### config.mk
export PLATFORM = sky130hd
export DESIGN_NAME = sbs_status_byte
export DESIGN_NICKNAME = d
export VERILOG_FILES = /design/src/sbs_pkg.sv /design/src/sbs_status_byte.sv
export SDC_FILE = /design/constraint.sdc
export NUM_CORES = 1
export LEC_CHECK = 0
export BUFFER_PORTS_ARGS = -buffer_cell sky130_fd_sc_hd__buf_2
export CAP_MARGIN = 20
export CORE_MARGIN = 8
export CORE_UTILIZATION = 48
export DETAILED_ROUTE_END_ITERATION = 6
export PLACE_DENSITY_LB_ADDON = 0.12
export SETUP_SLACK_MARGIN = 0.3
export SLEW_MARGIN = 20
export SYNTH_ARGS = -nofsm -noshare
export SYNTH_HDL_FRONTEND = slang
export SYNTH_SLANG_ARGS = --single-unit
### constraint.sdc
create_clock -name clk_sys_i -period 2.4 [get_ports clk_sys_i]
set_input_delay 0.24 -clock clk_sys_i [delete_from_list [all_inputs] [get_ports clk_sys_i]]
set_output_delay 0.24 -clock clk_sys_i [all_outputs]
set_load 0.02 [all_outputs]
### src/sbs_pkg.sv
// constants for the status byte and service request block
package sbs_pkg;
    // bit positions in the status byte
    localparam int unsigned EAV_BIT = 2;
    localparam int unsigned QSB_BIT = 3;
    localparam int unsigned MAV_BIT = 4;
    localparam int unsigned ESB_BIT = 5;
    localparam int unsigned RQS_BIT = 6;
    localparam int unsigned OSB_BIT = 7;
    // bits that carry a summary message
    localparam logic [7:0] SUM_MASK = 8'hbc;
    // reset values
    localparam logic [7:0] MASK_RST = 8'h00;
    localparam logic [7:0] BYTE_RST = 8'h00;
    // answer source, in priority order
    typedef enum logic [1:0] {
        SBS_ANS_NONE = 2'b00,
        SBS_ANS_POLL = 2'b01,
        SBS_ANS_STB  = 2'b10,
        SBS_ANS_SRE  = 2'b11
    } sbs_ans_t;
endpackage : sbs_pkg

### src/sbs_status_byte.sv
// status byte, service request mask and service request line
`timescale 1ns/10ps
// How it works
// - live byte bits 2,3,4,5,7 follow their summary inputs, never latched
// - a summary dropping to zero clears its status byte bit
// - status byte and service mask are each 8 bits wide
// - status query reports bit 6 as OR of summaries ANDed with mask
// - status query changes no bit of the status byte
// - serial poll reports request flag in bit 6, then clears it
// - poll clears request flag only; master summary follows summaries and mask
// - reset or clear-status clears the status byte; message available may stay
// - each summary gated by its mask bit, ORed into bit 6
// - mask write loads the mask; mask query returns it unchanged
// - mask clears at reset or on a write of zero
// - enabled summary rising sets request flag and raises service request
// - service request line asserted while request flag is set
// - after a poll, a new event of the same source requests again
// - message available bit follows output queue not empty
// - error available bit follows error queue not empty
module sbs_status_byte
    import sbs_pkg::*;
(
    // clock and reset
    input  wire logic       clk_sys_i,
    input  wire logic       reset_n_i,
    // summary messages
    input  wire logic       err_avail_i,
    input  wire logic       ques_sum_i,
    input  wire logic       msg_avail_i,
    input  wire logic       event_sum_i,
    input  wire logic       oper_sum_i,
    // new-event pulses, one per byte position
    input  wire logic [7:0] sum_event_i,
    // commands from the bus side, one-cycle pulses
    input  wire logic       stb_query_i,
    input  wire logic       poll_i,
    input  wire logic       clr_status_i,
    input  wire logic       mask_wr_i,
    input  wire logic [7:0] mask_data_i,
    input  wire logic       mask_query_i,
    // answers and service request
    output logic [7:0]      status_byte_o,
    output logic [7:0]      resp_data_o,
    output logic            resp_valid_o,
    output logic            srq_o
);

    logic [7:0] sum_w;
    logic [7:0] en_w;
    logic       mss_w;
    logic       req_w;

    logic [7:0] mask_q;
    logic [7:0] mask_d;
    logic       rqs_q;
    logic       rqs_d;
    logic [7:0] prev_en_q;
    logic [7:0] prev_en_d;
    logic [7:0] live_q;
    logic [7:0] live_d;
    logic [7:0] resp_q;
    logic [7:0] resp_d;
    logic       rvalid_q;
    logic       rvalid_d;
    sbs_ans_t   ans_w;

    // summary vector at byte positions
    always_comb
    begin
        sum_w          = 8'h00;
        sum_w[EAV_BIT] = err_avail_i;
        sum_w[QSB_BIT] = ques_sum_i;
        sum_w[MAV_BIT] = msg_avail_i;
        sum_w[ESB_BIT] = event_sum_i;
        sum_w[OSB_BIT] = oper_sum_i;
    end

    // gated summaries; mask_q never holds bit 6 or unused bits
    assign en_w  = sum_w & mask_q;
    assign mss_w = |en_w;
    // edge of an enabled summary, or a fresh event under it
    assign req_w = |(en_w & ~prev_en_q)
                 | |(sum_event_i & mask_q);

    // mask register
    // bit 6 and unused bits dropped on write, so they never gate bit 6
    always_comb
    begin
        mask_d = mask_q;
        if (mask_wr_i)
        begin
            mask_d = mask_data_i & SUM_MASK;
        end
    end

    // request flag; a new request wins over a poll or clear
    // enabling a mask bit over a set summary also counts as a rising edge
    always_comb
    begin
        rqs_d     = rqs_q;
        prev_en_d = en_w;
        if (req_w)
        begin
            rqs_d = 1'b1;
        end
        else if (poll_i || clr_status_i)
        begin
            rqs_d = 1'b0;
        end
    end

    // live byte: summaries pass through, only one flop of delay
    // clear blanks all but message available for one cycle only; summaries clear upstream
    always_comb
    begin
        live_d          = sum_w & SUM_MASK;
        live_d[RQS_BIT] = mss_w;
        if (clr_status_i)
        begin
            // message available may outlive a clear
            live_d          = BYTE_RST;
            live_d[MAV_BIT] = msg_avail_i;
        end
    end

    // answer select: poll first, then status query, then mask query
    // queries in one cycle: lower ones are dropped, so the host spaces them
    always_comb
    begin
        if (poll_i)
        begin
            ans_w = SBS_ANS_POLL;
        end
        else if (stb_query_i)
        begin
            ans_w = SBS_ANS_STB;
        end
        else if (mask_query_i)
        begin
            ans_w = SBS_ANS_SRE;
        end
        else
        begin
            ans_w = SBS_ANS_NONE;
        end
    end

    // answer data holds until the next answer; valid is a one-cycle pulse
    always_comb
    begin
        resp_d   = resp_q;
        rvalid_d = 1'b0;
        case (ans_w)
            SBS_ANS_POLL:
            begin
                resp_d          = sum_w & SUM_MASK;
                resp_d[RQS_BIT] = rqs_q;
                rvalid_d        = 1'b1;
            end
            SBS_ANS_STB:
            begin
                resp_d          = sum_w & SUM_MASK;
                resp_d[RQS_BIT] = mss_w;
                rvalid_d        = 1'b1;
            end
            SBS_ANS_SRE:
            begin
                resp_d   = mask_q;
                rvalid_d = 1'b1;
            end
            default:
            begin
                resp_d   = resp_q;
                rvalid_d = 1'b0;
            end
        endcase
    end

    always_ff @(posedge clk_sys_i or negedge reset_n_i)
    begin
        if (!reset_n_i)
        begin
            // power cycle: mask, flag and byte all start clear
            mask_q    <= MASK_RST;
            rqs_q     <= 1'b0;
            prev_en_q <= 8'h00;
            live_q    <= BYTE_RST;
            resp_q    <= 8'h00;
            rvalid_q  <= 1'b0;
        end
        else
        begin
            mask_q    <= mask_d;
            rqs_q     <= rqs_d;
            prev_en_q <= prev_en_d;
            live_q    <= live_d;
            resp_q    <= resp_d;
            rvalid_q  <= rvalid_d;
        end
    end

    assign status_byte_o = live_q;
    assign resp_data_o   = resp_q;
    assign resp_valid_o  = rvalid_q;
    assign srq_o         = rqs_q;
endmodule : sbs_status_byte

==> impl_metrics.py <==
metrics = {
    "floorplanning": {
        "start_util_pct": 50.6,
        "core.rowCount": 16,
        "ioPinCount": 46,
        "dieWidth_um": 61.2,
        "die_area_um2": 3750,
        "fp.dieH_um": 61.2,
        "core_um2": 1940,
    },
    "global_routing": {
        "busiest_layer": "met2",
        "use_met3_pct": 3.76,
        "grt_max_degree": 25,
        "grt-ovfl-total": 0,
        "antenna_found_initial": 0,
        "grt_pass1_wl_um": 3550,
        "use_met2_pct": 21.9,
        "grt_use_total_pct": 12.9,
        "gr-usage-met1_pct": 14.1,
        "grt_pass1_vias": 778,
    },
    "cells_and_area": {
        "fin_nets": 150,
        "fill_cells": 179,
        "drive_gt1_share_pct": 38.0,
        "final_area_um2": 1210,
        "area_growth_syn_to_layout_pct": 23.1,
        "layout_commonest_cell": "buf_2",
        "n_antenna_cell": 0,
        "regArea_um2": 601,
        "multi_input_comb_area_um2": 334,
        "most-common-layout-cells": "buf_2, dfrtp_1, nand2_1",
    },
    "clock_network": {
        "cts_tree": "built",
        "cts_resized": 0,
        "clock-sinks": 24,
        "cts_buffers": 3,
        "root_buffer": "clkbuf_4",
        "path_clk_slew_ns": 0.13,
        "htree_levels": 1,
        "clk_latency_ns": 0.31,
        "cts.path.max_buffers": 2,
        "ctsHoldBuffers": 1,
        "post-cts-setup-buffers": 0,
    },
    "placed_design": {
        "place_area_um2": 1160,
        "gp_congestion": 0.755,
        "place_hpwl_um": 1660,
        "io_buffers": 35,
    },
    "pwr": {
        "power.leakage_nw": 0.627,
        "peakVddDrop_v": 0.000416,
        "p_per_area_nw_per_um2": 667,
    },
    "sta": {
        "setup_tns_ns": 0,
        "rsz0062_at_grt": "false",
        "worst_pin_slew_ns": 0.524,
        "timing.final.crit_period_ns": 1.17,
        "skew_ns": 0.00129,
        "setup_violations": 0,
        "maxSlewViolCount": 0,
        "hold_viol": 0,
        "fmax_mhz": 858,
        "slew_headroom_pct": 65.1,
        "fin_crit_sh_pct": 48.6,
    },
    "status": {
        "outcome": "finished, final reports clean",
    },
    "route": {
        "vias": 723,
        "vias_per_cell": 4.89,
        "dr.pass1.iters": 2,
        "drc": 0,
        "wl_per_cell_um": 14.2,
        "dr.first_iter.drc_count": 2,
        "routed_wirelength_um": 2110,
        "ant_nets": 0,
    },
    "synthesis": {
        "synth_area_per_cell_um2": 11.7,
        "synth_area_leaders": "dfrtp_1, mux2_2, mux2i_1",
        "ys_seq_area_share_pct": 61.1,
        "syn_inst": 84,
        "synth_top_area_share_pct": 61.1,
        "yosys.area.top_type": "dfrtp_1",
        "synth_cell_types": 24,
        "netlist_area_um2": 982,
        "yosysWarnings": 0,
        "ys_ff_latch": 24,
    },
    "setup_path": {
        "worstSetupStartpointType": "register",
        "required_ns": 2.61,
        "path_max_fanout": 5,
        "cp.arrival_ns": 1.38,
        "crit_type": "reg2reg",
        "end_kind": "register",
    },
    "worst_hold_path": {
        "hp-class": "in2reg",
    },
    "flow_run": {
        "maxCapViolations": 0,
    },
}
-- report_power, final --
| group | leakage (nW) | internal (mW) | switching [mW] | total, mW |
|---|---|---|---|---|
| clock network | 0.0210 | 0.0928 | 0.120 | 0.213 |
| logic | 0.319 | 0.0572 | 0.0812 | 0.138 |
| registers | 0.287 | 0.436 | 0.0188 | 0.455 |
| total | 0.627 | 0.586 | 0.220 | 0.806 |
-- final cells by class --
cell class / count / share of cell area (%)
flip-flops and latches: 24 / 49.7
inverters: 5 / 1.55
well taps: 27 / 2.80
repair buffers: 36 / 15.3
clock buffers: 4 / 3.00
multi-input cells: 52 / 27.6
-- per-layer routing --
layer	wire, um	part of all wire [%]
met1	818	39
met2	1060	50
met3	193	9.2
met4	33	1.6
met5	0	0
-- sequential cells by signal, indices dropped and copies added (netlist names) --
| name | cells |
|---|---|
| mask_q | 5 |
| status_byte_o | 6 |
| prev_en_q | 5 |
| srq_o | 1 |
| resp_data_o | 6 |
| resp_valid_o | 1 |
-- worst max-delay path, stage by stage, from the launching register on --
cell and delay, ns:
dfrtp_1 0.45, a22oi_2 0.17, nand4_1 0.13, a211oi_1 0.26, a21oi_1 0.06
-- path summary, 6_finish.rpt --
kind / to / from / slack (ns) / cells after the start
min in group asynchronous: resp_data_o[6] / reset_n_i / 0.42 / 2
setup / recovery: resp_data_o[6] / mask_q[4] / 1.23 / 4
hold reg to reg: resp_data_o[6] / srq_o / 0.57 / 2
max in group asynchronous: resp_data_o[3] / reset_n_i / 1.65 / 2
hold / removal: status_byte_o[4] / msg_avail_i / 0.07 / 1
setup reg to reg: resp_data_o[6] / mask_q[4] / 1.23 / 4
-- cell usage after synthesis, drive strengths merged --
cell / number
or2: 1
and2: 2
inv: 5
dfrtp: 24
nor2b: 6
a21oi: 2
nand2: 9
nand3: 1
conb: 1
mux2: 5
o22ai: 1
a211oi: 2
a22oi: 3
or3: 1
nor2: 2
nand4: 1
mux2i: 5
o21ai: 6
nor3b: 1
buf: 6
-- stage by stage --
stage / worst slack [ns] / utilization, % / power, mW / std cells / hold WS (ns)
2_1_floorplan: 1.35 / - / 0.546 / 87 / -0.0556
3_3_place_gp: 1.25 / 59.9 / 0.598 / 143 / 0.242
3_5_place_dp: 1.24 / 59.9 / 0.602 / 143 / 0.244
4_1_cts: 1.22 / 62.2 / 0.814 / 148 / 0.0626
5_1_grt: 1.13 / 62.2 / 0.846 / 148 / 0.0566
6_report: 1.23 / 62.2 / 0.806 / 148 / 0.0731
-- cells by family (layout without fill, tap and decap cells) --
group | after synthesis | in the layout | synth area share (%)
multiplexers | 10 | 10 | 10.8
buffers and inverters | 11 | 45 | 5.99
AO/OA/AOI/OAI | 14 | 14 | 9.04
other | 1 | 4 | 0.382
AND/OR/NAND/NOR | 24 | 24 | 12.6
flip-flops | 24 | 24 | 61.1
(Power assumes the default switching activity.)
